## src/hdl/fra_cfg.svh

```systemverilog
// Constants for the fragment reassembly receiver: sizes, limits, timing.
// Assumes inclusion by bare name from the package and the design modules.
//
// Behaviour
// - One queue per channel, one reassembly buffer
// - Only good fragments enter channel queues
// - Sequence compare is wrap-aware, half-space window
// - No sequencing errors while expected is unknown
// - Expected set from head minimum after fill/timeout
// - Candidate is the smallest head sequence number
// - Per-queue bit-time timers; processing restarts all
// - Initialise on first link-up from all-down
// - Candidate equal expected is processed and accepted
// - Below, full-mismatch or timeout invoke sequence handling
// - Overflow, early start, stray end, absent start fault
// - Good end-flagged fragment completes frame to MAC
// - Expected increments modulo 14-bit space
// - Channel buffering of 2^14 bits
// - Header: 14-bit sequence, start, end flags
// - Unrecoverable frame becomes 64 zero octets, errored
// - Absent start: discard, substitute frame, lost-start
// - Overflow when frame would exceed 1522 octets
`ifndef FRA_CFG_SVH
`define FRA_CFG_SVH

`define FRA_SEQ_W 14
`define FRA_SEQ_HALF 14'h2000
`define FRA_LEN_W 10
`define FRA_FRAME_W 11
`define FRA_MAX_SKEW_BITS 14'h3A98
`define FRA_MAX_RATE_RATIO 4
`define FRA_MIN_PIECE 10'h040
`define FRA_LARGEST_PIECE 10'h200
`define FRA_MAX_FRAME 16'h05F2
`define FRA_SUBST_LEN 11'h040
`define FRA_CHAN_BUF_BITS 16'h4000
`define FRA_NUM_CHAN 4
`define FRA_QUEUE_DEPTH 8
`define FRA_OUT_DEPTH 8
`define FRA_DIV_W 16

`endif

```

## src/hdl/fra_pkg.sv

```systemverilog
// Types shared by the fragment reassembly receiver and its output FIFO.
// Assumes fra_cfg.svh is on the include path.
`include "fra_cfg.svh"

package fra_pkg;

    // Fragment header: sequence, start flag, end flag, length
    typedef struct packed {
        logic [`FRA_SEQ_W-1:0] seq;
        logic first_piece_flag;
        logic last_piece_flag;
        logic [`FRA_LEN_W-1:0] len;
    } fra_frag_t;

    // One frame record toward the rate matcher
    typedef struct packed {
        logic [`FRA_FRAME_W-1:0] len;
        logic rx_err;
        logic substitute;
    } fra_rec_t;

    // Receive sequencing states
    typedef enum logic {
        FRA_INIT_STATE,
        FRA_RUN
    } fra_rx_state_t;

endpackage : fra_pkg

```

## src/hdl/fra_fifo.sv

```systemverilog
// Synchronous FIFO for frame records in front of the rate matcher.
// Assumes one clock and a synchronous active-high reset.
`timescale 1ns/1ps
`default_nettype none

module fra_fifo #(
    parameter int WIDTH = 13,
    parameter int DEPTH = 8
) (
    input wire logic mclk,
    input wire logic sys_rst,
    input wire logic in_valid,
    output logic in_ready,
    input wire logic [WIDTH-1:0] in_data,
    output logic out_valid,
    input wire logic out_ready,
    output logic [WIDTH-1:0] out_data
);
    import fra_pkg::*;

    localparam int AW = $clog2(DEPTH);

    // Whole FIFO state
    typedef struct packed {
        logic [DEPTH-1:0][WIDTH-1:0] mem;
        logic [AW-1:0] rd;
        logic [AW-1:0] wr;
        logic [AW:0] cnt;
    } fifo_state_t;

    fifo_state_t s_reg;
    fifo_state_t s_next;
    logic push;
    logic pop;

    // Honest flags straight from the count
    assign in_ready = (s_reg.cnt != (AW+1)'(DEPTH));
    assign out_valid = (s_reg.cnt != '0);
    assign out_data = s_reg.mem[s_reg.rd];
    assign push = in_valid && in_ready;
    assign pop = out_valid && out_ready;

    // Pointer and count update
    always_comb begin
        s_next = s_reg;
        if (push) begin
            s_next.mem[s_reg.wr] = in_data;
            s_next.wr = (s_reg.wr == AW'(DEPTH - 1)) ? '0 : s_reg.wr + 1'b1;
        end
        if (pop) begin
            s_next.rd = (s_reg.rd == AW'(DEPTH - 1)) ? '0 : s_reg.rd + 1'b1;
        end
        s_next.cnt = s_reg.cnt + (AW+1)'(push) - (AW+1)'(pop);
    end

    // Register the state
    always_ff @(posedge mclk) begin
        if (sys_rst) begin
            s_reg <= '0;
        end else begin
            s_reg <= s_next;
        end
    end

endmodule : fra_fifo

`default_nettype wire

```

## src/hdl/fra_receiver.sv

```systemverilog
// Receive side of loop aggregation: per-channel queues, sequencing,
// reassembly into frame records toward the rate matcher.
// Assumes channel inputs come from logic on mclk; payload octets travel
// on a companion path steered by the records this block emits.
`timescale 1ns/1ps
`default_nettype none
`include "fra_cfg.svh"

module fra_receiver #(
    parameter int NCH = `FRA_NUM_CHAN,
    parameter int QDEPTH = `FRA_QUEUE_DEPTH,
    parameter int ODEPTH = `FRA_OUT_DEPTH,
    parameter logic [13:0] SKEW_BITS = `FRA_MAX_SKEW_BITS
) (
    input wire logic mclk,
    input wire logic sys_rst,
    input wire logic [NCH-1:0] channel_link_up,
    input wire logic [NCH-1:0] chan_in_valid,
    input wire logic [NCH-1:0] chan_in_bad,
    input wire fra_pkg::fra_frag_t [NCH-1:0] chan_in_frag,
    input wire logic [NCH-1:0][`FRA_DIV_W-1:0] chan_bit_div,
    input wire logic mac_out_ready,
    output logic mac_out_valid,
    output fra_pkg::fra_rec_t mac_out_rec,
    output logic [NCH-1:0] frag_dropped,
    output logic seq_known,
    output logic bad_fragment,
    output logic lost_fragment,
    output logic lost_first_flag,
    output logic reassembly_too_long,
    output logic early_start_seen,
    output logic stray_end_seen,
    output logic absent_start_seen
);
    import fra_pkg::*;

    localparam int AW = $clog2(QDEPTH);
    localparam int SW = `FRA_SEQ_W;
    localparam int RW = $bits(fra_rec_t);

    // Whole block state except the output FIFO in one record
    typedef struct packed {
        fra_rx_state_t st;
        logic [SW-1:0] expected_seq;
        logic in_frame;
        logic flushing;
        logic [`FRA_FRAME_W-1:0] frame_len;
        logic [NCH-1:0][QDEPTH-1:0] [$bits(fra_frag_t)-1:0] mem;
        logic [NCH-1:0][AW-1:0] rd;
        logic [NCH-1:0][AW-1:0] wr;
        logic [NCH-1:0][AW:0] cnt;
        logic [NCH-1:0][15:0] fill_bits;
        logic [NCH-1:0][`FRA_DIV_W-1:0] div;
        logic [NCH-1:0][13:0] tmr;
        logic link_any;
        logic [NCH-1:0] dropped;
        logic bad;
        logic lost;
        logic lost_first;
        logic too_long;
        logic early;
        logic stray;
        logic absent;
        logic out_valid;
        fra_rec_t out_rec;
    } rx_state_t;

    rx_state_t s_reg;
    rx_state_t s_next;

    // Handshake with the output FIFO
    logic push;
    fra_rec_t push_rec;
    logic fifo_in_ready;
    logic fifo_out_valid;
    logic fifo_out_ready;
    logic [RW-1:0] fifo_out_data;

    // Head scan results
    logic have_head;
    logic every_queue_filled;
    logic stall_timeout;
    logic [SW-1:0] head_min_seq;
    logic [$clog2(NCH+1)-1:0] head_ch;
    fra_frag_t head_frag;

    // Wrap-aware less-than: x < y <= x + half the space
    function automatic logic seq_less(input logic [SW-1:0] x,
                                      input logic [SW-1:0] y);
        logic [SW-1:0] d;
        d = y - x;
        return (d != '0) && (d <= `FRA_SEQ_HALF);
    endfunction : seq_less

    // Octets to bits for buffer accounting
    function automatic logic [15:0] to_bits(input logic [`FRA_LEN_W-1:0] l);
        return {3'b000, l, 3'b000};
    endfunction : to_bits

    // Smallest head among active non-empty queues, fill and timeout
    always_comb begin
        fra_frag_t cand; // Head of the queue under scan
        cand = '0;
        have_head = 1'b0;
        every_queue_filled = 1'b1;
        stall_timeout = 1'b0;
        head_min_seq = '0;
        head_ch = '0;
        head_frag = '0;
        for (int i = 0; i < NCH; i++) begin
            if (channel_link_up[i]) begin
                if (s_reg.cnt[i] == '0) begin
                    every_queue_filled = 1'b0;
                end else begin
                    if (s_reg.tmr[i] >= SKEW_BITS) begin
                        stall_timeout = 1'b1;
                    end
                    cand = fra_frag_t'(s_reg.mem[i][s_reg.rd[i]]);
                    if (!have_head || seq_less(cand.seq, head_min_seq)) begin
                        have_head = 1'b1;
                        head_frag = cand;
                        head_min_seq = cand.seq;
                        head_ch = ($clog2(NCH+1))'(i);
                    end
                end
            end
        end
        every_queue_filled = every_queue_filled && have_head;
    end

    // Sequencing, reassembly, queue and timer update
    always_comb begin
        logic pop;
        logic restart;
        logic [15:0] sum;
        pop = 1'b0;
        restart = 1'b0;
        sum = 16'h0000;
        push = 1'b0;
        push_rec = '0;
        s_next = s_reg;
        // Status outputs other than seq_known are one-cycle pulses
        s_next.dropped = '0;
        s_next.bad = 1'b0;
        s_next.lost = 1'b0;
        s_next.lost_first = 1'b0;
        s_next.too_long = 1'b0;
        s_next.early = 1'b0;
        s_next.stray = 1'b0;
        s_next.absent = 1'b0;
        s_next.link_any = |channel_link_up;

        // Stall sequencing while the output FIFO is full
        if (have_head && fifo_in_ready) begin
            case (s_reg.st)
                FRA_INIT_STATE: begin
                    // Expected unknown: no sequencing faults here
                    if (every_queue_filled || stall_timeout) begin
                        s_next.expected_seq = head_min_seq;
                        s_next.st = FRA_RUN;
                        restart = 1'b1;
                    end
                end
                FRA_RUN: begin
                    if (head_min_seq == s_reg.expected_seq) begin
                        // Accept into the reassembly buffer
                        pop = 1'b1;
                        sum = 16'(s_reg.frame_len) + 16'(head_frag.len);
                        if (!s_reg.in_frame) begin
                            if (head_frag.first_piece_flag) begin
                                s_next.flushing = 1'b0;
                                if (head_frag.last_piece_flag) begin
                                    push = 1'b1;
                                    push_rec.len = `FRA_FRAME_W'(head_frag.len);
                                end else begin
                                    s_next.in_frame = 1'b1;
                                    s_next.frame_len = `FRA_FRAME_W'(head_frag.len);
                                end
                            end else if (!s_reg.flushing) begin
                                // Missing start between frames
                                push = 1'b1;
                                push_rec.len = `FRA_SUBST_LEN;
                                push_rec.rx_err = 1'b1;
                                push_rec.substitute = 1'b1;
                                s_next.lost_first = 1'b1;
                                s_next.absent = 1'b1;
                                s_next.stray = head_frag.last_piece_flag;
                            end
                        end else if (head_frag.first_piece_flag) begin
                            // Early start: close partial, retry head
                            pop = 1'b0;
                            push = 1'b1;
                            push_rec.len = s_reg.frame_len;
                            push_rec.rx_err = 1'b1;
                            s_next.in_frame = 1'b0;
                            s_next.early = 1'b1;
                        end else if (sum > `FRA_MAX_FRAME) begin
                            // Overflow: partial out, offender dropped
                            push = 1'b1;
                            push_rec.len = s_reg.frame_len;
                            push_rec.rx_err = 1'b1;
                            s_next.in_frame = 1'b0;
                            s_next.flushing = 1'b1;
                            s_next.too_long = 1'b1;
                        end else begin
                            s_next.frame_len = `FRA_FRAME_W'(sum);
                            if (head_frag.last_piece_flag) begin
                                push = 1'b1;
                                push_rec.len = `FRA_FRAME_W'(sum);
                                s_next.in_frame = 1'b0;
                            end
                        end
                        if (pop) begin
                            s_next.expected_seq = s_reg.expected_seq + 1'b1;
                            restart = 1'b1;
                        end
                    end else if (seq_less(head_min_seq, s_reg.expected_seq) ||
                                 every_queue_filled || stall_timeout) begin
                        // Sequencing fault handling
                        if (seq_less(head_min_seq, s_reg.expected_seq)) begin
                            pop = 1'b1;
                            s_next.bad = 1'b1;
                        end else begin
                            s_next.expected_seq = head_min_seq;
                            s_next.lost = 1'b1;
                        end
                        restart = 1'b1;
                        push = 1'b1;
                        push_rec.rx_err = 1'b1;
                        if (s_reg.in_frame) begin
                            push_rec.len = s_reg.frame_len;
                            s_next.in_frame = 1'b0;
                            s_next.flushing = 1'b1;
                        end else begin
                            push_rec.len = `FRA_SUBST_LEN;
                            push_rec.substitute = 1'b1;
                        end
                    end
                end
                default: begin
                    s_next.st = FRA_INIT_STATE;
                end
            endcase
        end

        // Leave the head queue when a fragment is consumed
        for (int i = 0; i < NCH; i++) begin
            if (pop && head_ch == ($clog2(NCH+1))'(i)) begin
                s_next.rd[i] = (s_reg.rd[i] == AW'(QDEPTH - 1)) ? '0 : s_reg.rd[i] + 1'b1;
                s_next.cnt[i] = s_reg.cnt[i] - 1'b1;
                s_next.fill_bits[i] = s_reg.fill_bits[i] - to_bits(head_frag.len);
            end
        end

        // Per-channel intake: only good fragments are queued
        for (int i = 0; i < NCH; i++) begin
            if (chan_in_valid[i] && channel_link_up[i]) begin
                if (chan_in_bad[i] ||
                    chan_in_frag[i].len < `FRA_MIN_PIECE ||
                    chan_in_frag[i].len > `FRA_LARGEST_PIECE ||
                    s_reg.cnt[i] == (AW+1)'(QDEPTH) ||
                    s_reg.fill_bits[i] + to_bits(chan_in_frag[i].len) >
                    `FRA_CHAN_BUF_BITS) begin
                    s_next.dropped[i] = 1'b1;
                end else begin
                    s_next.mem[i][s_reg.wr[i]] = chan_in_frag[i];
                    s_next.wr[i] = (s_reg.wr[i] == AW'(QDEPTH - 1)) ? '0 : s_reg.wr[i] + 1'b1;
                    s_next.cnt[i] = s_next.cnt[i] + 1'b1;
                    s_next.fill_bits[i] = s_next.fill_bits[i] + to_bits(chan_in_frag[i].len);
                end
            end
        end

        // Bit-time timers per queue, at that channel's own rate
        for (int i = 0; i < NCH; i++) begin
            if (restart || !channel_link_up[i] || s_reg.cnt[i] == '0) begin
                s_next.div[i] = '0;
                s_next.tmr[i] = '0;
            end else if (s_reg.tmr[i] < SKEW_BITS) begin
                if (s_reg.div[i] + 1'b1 >= chan_bit_div[i]) begin
                    s_next.div[i] = '0;
                    s_next.tmr[i] = s_reg.tmr[i] + 1'b1;
                end else begin
                    s_next.div[i] = s_reg.div[i] + 1'b1;
                end
            end
        end

        // Dropped links take their queued fragments with them
        for (int i = 0; i < NCH; i++) begin
            if (!channel_link_up[i]) begin
                s_next.rd[i] = '0;
                s_next.wr[i] = '0;
                s_next.cnt[i] = '0;
                s_next.fill_bits[i] = '0;
            end
        end

        // First link-up from all-down restarts sequencing
        if (!(|channel_link_up) || !s_reg.link_any) begin
            s_next.st = FRA_INIT_STATE;
            s_next.in_frame = 1'b0;
            s_next.flushing = 1'b0;
            s_next.frame_len = '0;
        end

        // Output register: refill from FIFO when empty or taken
        if (fifo_out_valid && fifo_out_ready) begin
            s_next.out_valid = 1'b1;
            s_next.out_rec = fra_rec_t'(fifo_out_data);
        end else if (mac_out_ready) begin
            s_next.out_valid = 1'b0;
        end
    end

    assign fifo_out_ready = !s_reg.out_valid || mac_out_ready;

    // Records queue up ahead of the rate matcher; full stalls sequencing
    fra_fifo #(
        .WIDTH(RW),
        .DEPTH(ODEPTH)
    ) u_out_fifo (
        .mclk(mclk),
        .sys_rst(sys_rst),
        .in_valid(push),
        .in_ready(fifo_in_ready),
        .in_data(push_rec),
        .out_valid(fifo_out_valid),
        .out_ready(fifo_out_ready),
        .out_data(fifo_out_data)
    );

    // Register the whole state
    always_ff @(posedge mclk) begin
        if (sys_rst) begin
            s_reg <= '0;
        end else begin
            s_reg <= s_next;
        end
    end

    // Outputs straight from the state record
    assign mac_out_valid = s_reg.out_valid;
    assign mac_out_rec = s_reg.out_rec;
    assign frag_dropped = s_reg.dropped;
    assign seq_known = (s_reg.st == FRA_RUN);
    assign bad_fragment = s_reg.bad;
    assign lost_fragment = s_reg.lost;
    assign lost_first_flag = s_reg.lost_first;
    assign reassembly_too_long = s_reg.too_long;
    assign early_start_seen = s_reg.early;
    assign stray_end_seen = s_reg.stray;
    assign absent_start_seen = s_reg.absent;

endmodule : fra_receiver

`default_nettype wire

```

## config.mk

```make
export PLATFORM = sky130hd
export DESIGN_NAME = fra_receiver
export DESIGN_NICKNAME = d
export VERILOG_FILES = /design/src/hdl/fra_pkg.sv /design/src/hdl/fra_fifo.sv /design/src/hdl/fra_receiver.sv
export VERILOG_INCLUDE_DIRS = /design/src /design/src/hdl
export SDC_FILE = /design/constraint.sdc
export NUM_CORES = 2
export LEC_CHECK = 0
export BUFFER_PORTS_ARGS = -buffer_cell sky130_fd_sc_hd__buf_2
export CAP_MARGIN = 5
export CELL_PAD_IN_SITES_DETAIL_PLACEMENT = 0
export CELL_PAD_IN_SITES_GLOBAL_PLACEMENT = 2
export CORE_AREA = 2 2 398 400
export DETAILED_ROUTE_END_ITERATION = 16
export DIE_AREA = 0 0 400 402
export GPL_ROUTABILITY_DRIVEN = 0
export PLACE_DENSITY = 0.94
export SYNTH_ARGS = -nofsm -noshare
export SYNTH_HDL_FRONTEND = slang
export SYNTH_HIERARCHICAL = 1
export SYNTH_SLANG_ARGS = --single-unit
```

## constraint.sdc

```tcl
create_clock -name mclk -period 37.2 [get_ports mclk]
set_input_delay 7.44 -clock mclk [delete_from_list [all_inputs] [get_ports mclk]]
set_output_delay 7.44 -clock mclk [all_outputs]
set_load 0.005 [all_outputs]
```

==> qor.yml <==
outcome:
  status: "finished clean"
place:
  dp.cells: 9407
  dp_hpwl_microns: 128000
  placed_area_sq_mm: 0.0676
  port_buffers: 208
critical_path:
  required_ps: 37830
  end_kind: "flip-flop"
  worst-r2r-setup-slack_ps: 15690
  cp_max_fo: 44
  slowest_delay_ps: 900
  r2r_end: "s_reg[177]"
  path_common_cell: "o21ai_0"
  start_kind: "primary input"
  r2r_cells: 70
  cp_slowest_cell: "o31ai_4"
  r2r-start: "s_reg[241]"
  path_class: "primary input to flip-flop"
  arrival_ps: 26870
clocking:
  cts_tree: "yes"
  postCtsHoldBufs: 0
  clock-sinks: 1211
  insertion_delay_ps: 800
  htreeDepth: 4
  max-clock-path-buffers: 3
  post_cts_buffers: 0
  numCtsBuffers: 139
  clk_pin_slew_ps: 60
  cts.root.buffer_cell: "clkbuf_16"
  cts_resized: 0
finish:
  largest_register_ffs: 1072
  syn_to_final_growth_pct: 10.8
  final_cell_count_no_fill: 9665
  fin_area_sq_mm: 0.0724
  multiInputGateArea_sq_mm: 0.0381
  fillers: 15100
  final_core_util: 0.461
  nets: 7966
  drive_above_1_share: 0.124
  seq_area_sq_mm: 0.0243
logic_synthesis:
  syn_area_per_cell_sq_um: 8.60
  synthTopCellsByArea: "dfxtp_1 (37%), nand2_1 (8.2%), mux4_2 (7.9%)"
  synth_top_area_cell: "dfxtp_1"
  synth_ff_type: "dfxtp_1"
  async_flop_share: 0
  synth_top_area_share: 0.371
  syn_area_sq_mm: 0.0653
  synth_seq_cells: 1211
  ys_types: 102
  yosys_warnings: 6
  yosys-top-cells-count: "nand2_1 (1431), dfxtp_1 (1211), a21oi_1 (851), nor2_1 (626), mux2i_1 (457)"
  synth-seq-area-share: 0.371
  yosysMostFrequentCell: "nand2_1"
  synth_edf_count: 0
  synth_nets: 8079
  synth_cells: 7589
global_routing:
  grt_pass1_vias: 52100
  grt_usage: 0.235
  grt_use_met3: 0.0428
  grt_overflow: 0
  grt-busiest-layer: "met2"
  grt.met2_usage: 0.384
  grt_util_met1: 0.312
  antenna_found_initial: 32
  grt_start_max_net_pins: 224
  grt_pass1_wl_microns: 299000
min_path:
  worstHoldEndpoint: "s_reg[870]"
  holdPathStages: 2
  hold_class: "flip-flop to flip-flop"
  min-delay-start: "s_reg[870]"
power:
  p_leak_nw: 27.4
  ir_drop_uv: 40.0
  p_per_area_mw_per_mm2: 40.7
floorplan:
  rows: 146
  die_y_microns: 402
  initial_core_util: 0.416
  coreArea_sq_mm: 0.157
  die_w_microns: 400
  io_pins: 209
  die_area_sq_mm: 0.161
timing:
  final_max_slew_viol_count: 0
  min_period_ps: 26240
  max_freq_mhz: 38.1
  tns_ps: 0
  finalSetupViolations: 0
  hold_viol_final: 0
  finClkSkew_ps: 35.2
  rsz0062_at_grt: "false"
  tightest_slew_ps: 1240
  fin_crit_sh: 0.705
  maxSlewHeadroom: 0.174
detailed_routing:
  num_vias: 53900
  firstDrtPassIters: 5
  routed_via_density: 5.57
  drt_iter0_markers: 3775
  routedWlPerCell_microns: 20.0
  ant_nets: 0
  totalWireLength_microns: 193000
  drc: 0
run:
  cap_violations: 0
-- per-layer routing --
metal,vias up,share of wire
li1,26000,-
met1,26000,0.44
met2,1436,0.46
met3,349,0.061
met4,38,0.031
met5,-,0.0013
-- metrics by stage --
step	hold slack [ps]	power, mW	setup slack [ps]
after floorplan	424	1.50	12740
after global placement	438	1.56	10970
after detailed placement	444	1.56	10690
after CTS	452	2.98	11380
after global routing	466	3.05	9510
final	450	2.95	10960
-- critical path, delay by kind of cell --
kind            cells  cell delay [ps]
buf+inv             4              770
xor+xnor            2              510
fa+ha+maj           6             2170
simple gates       17             4100
mux                 2              860
compound gates     40            10950
-- report_power, final --
part	internal (mW)	total (mW)	switching (mW)
Combinational	0.0827	0.218	0.135
Clock	0.821	1.41	0.591
Sequential	1.30	1.32	0.0135
Total	2.21	2.95	0.740
-- layout make-up --
class | instances | area share
diodes | 6 | 0.000207
well taps | 2072 | 0.0358
multi-input cells | 5605 | 0.526
clock inverters | 50 | 0.00885
inverters | 201 | 0.0104
repair buffers | 318 | 0.0263
clock buffers | 202 | 0.0569
flip-flops and latches | 1211 | 0.335
-- worst max-delay path by stage --
stage | slack, ps | from | to
after floorplan | 12740 | channel_link_up[0] | s_reg[193]
after global placement | 10970 | channel_link_up[0] | s_reg[177]
after detailed placement | 10690 | channel_link_up[0] | s_reg[177]
after CTS | 11380 | channel_link_up[0] | s_reg[177]
after global routing | 9510 | channel_link_up[0] | s_reg[177]
final | 10960 | channel_link_up[0] | s_reg[177]
-- placed cells by master, fill, tap and decap left out, types with 61 or more instances in the layout --
| cell type | n |
|---|---|
| a21o_1 | 148 |
| buf_2 | 207 |
| xnor2_1 | 138 |
| inv_1 | 195 |
| nand2b_1 | 172 |
| mux4_2 | 228 |
| ha_1 | 293 |
| dfxtp_1 | 1199 |
| nor2_1 | 625 |
| a21oi_1 | 851 |
| mux2_2 | 61 |
| buf_4 | 108 |
| nand2_1 | 1430 |
| nor2b_1 | 72 |
| o21ai_0 | 185 |
| clkbuf_16 | 140 |
| nor3_1 | 94 |
| and3_1 | 70 |
| nand3_1 | 91 |
| mux2i_1 | 457 |
| xor2_1 | 108 |
-- kinds of logic (layout without fill, tap and decap cells) --
kind of cell / count (synthesis) / in the layout / share of synthesized area
fa+ha+maj: 307 / 307 / 0.0604
mux: 758 / 758 / 0.161
other cells: 0 / 6 / 0
buf+inv: 773 / 771 / 0.0487
compound gates: 1495 / 1495 / 0.135
flops: 1211 / 1211 / 0.371
xor+xnor: 247 / 247 / 0.0334
simple gates: 2798 / 2798 / 0.190
Note: power is estimated with default switching activity, not from simulation.
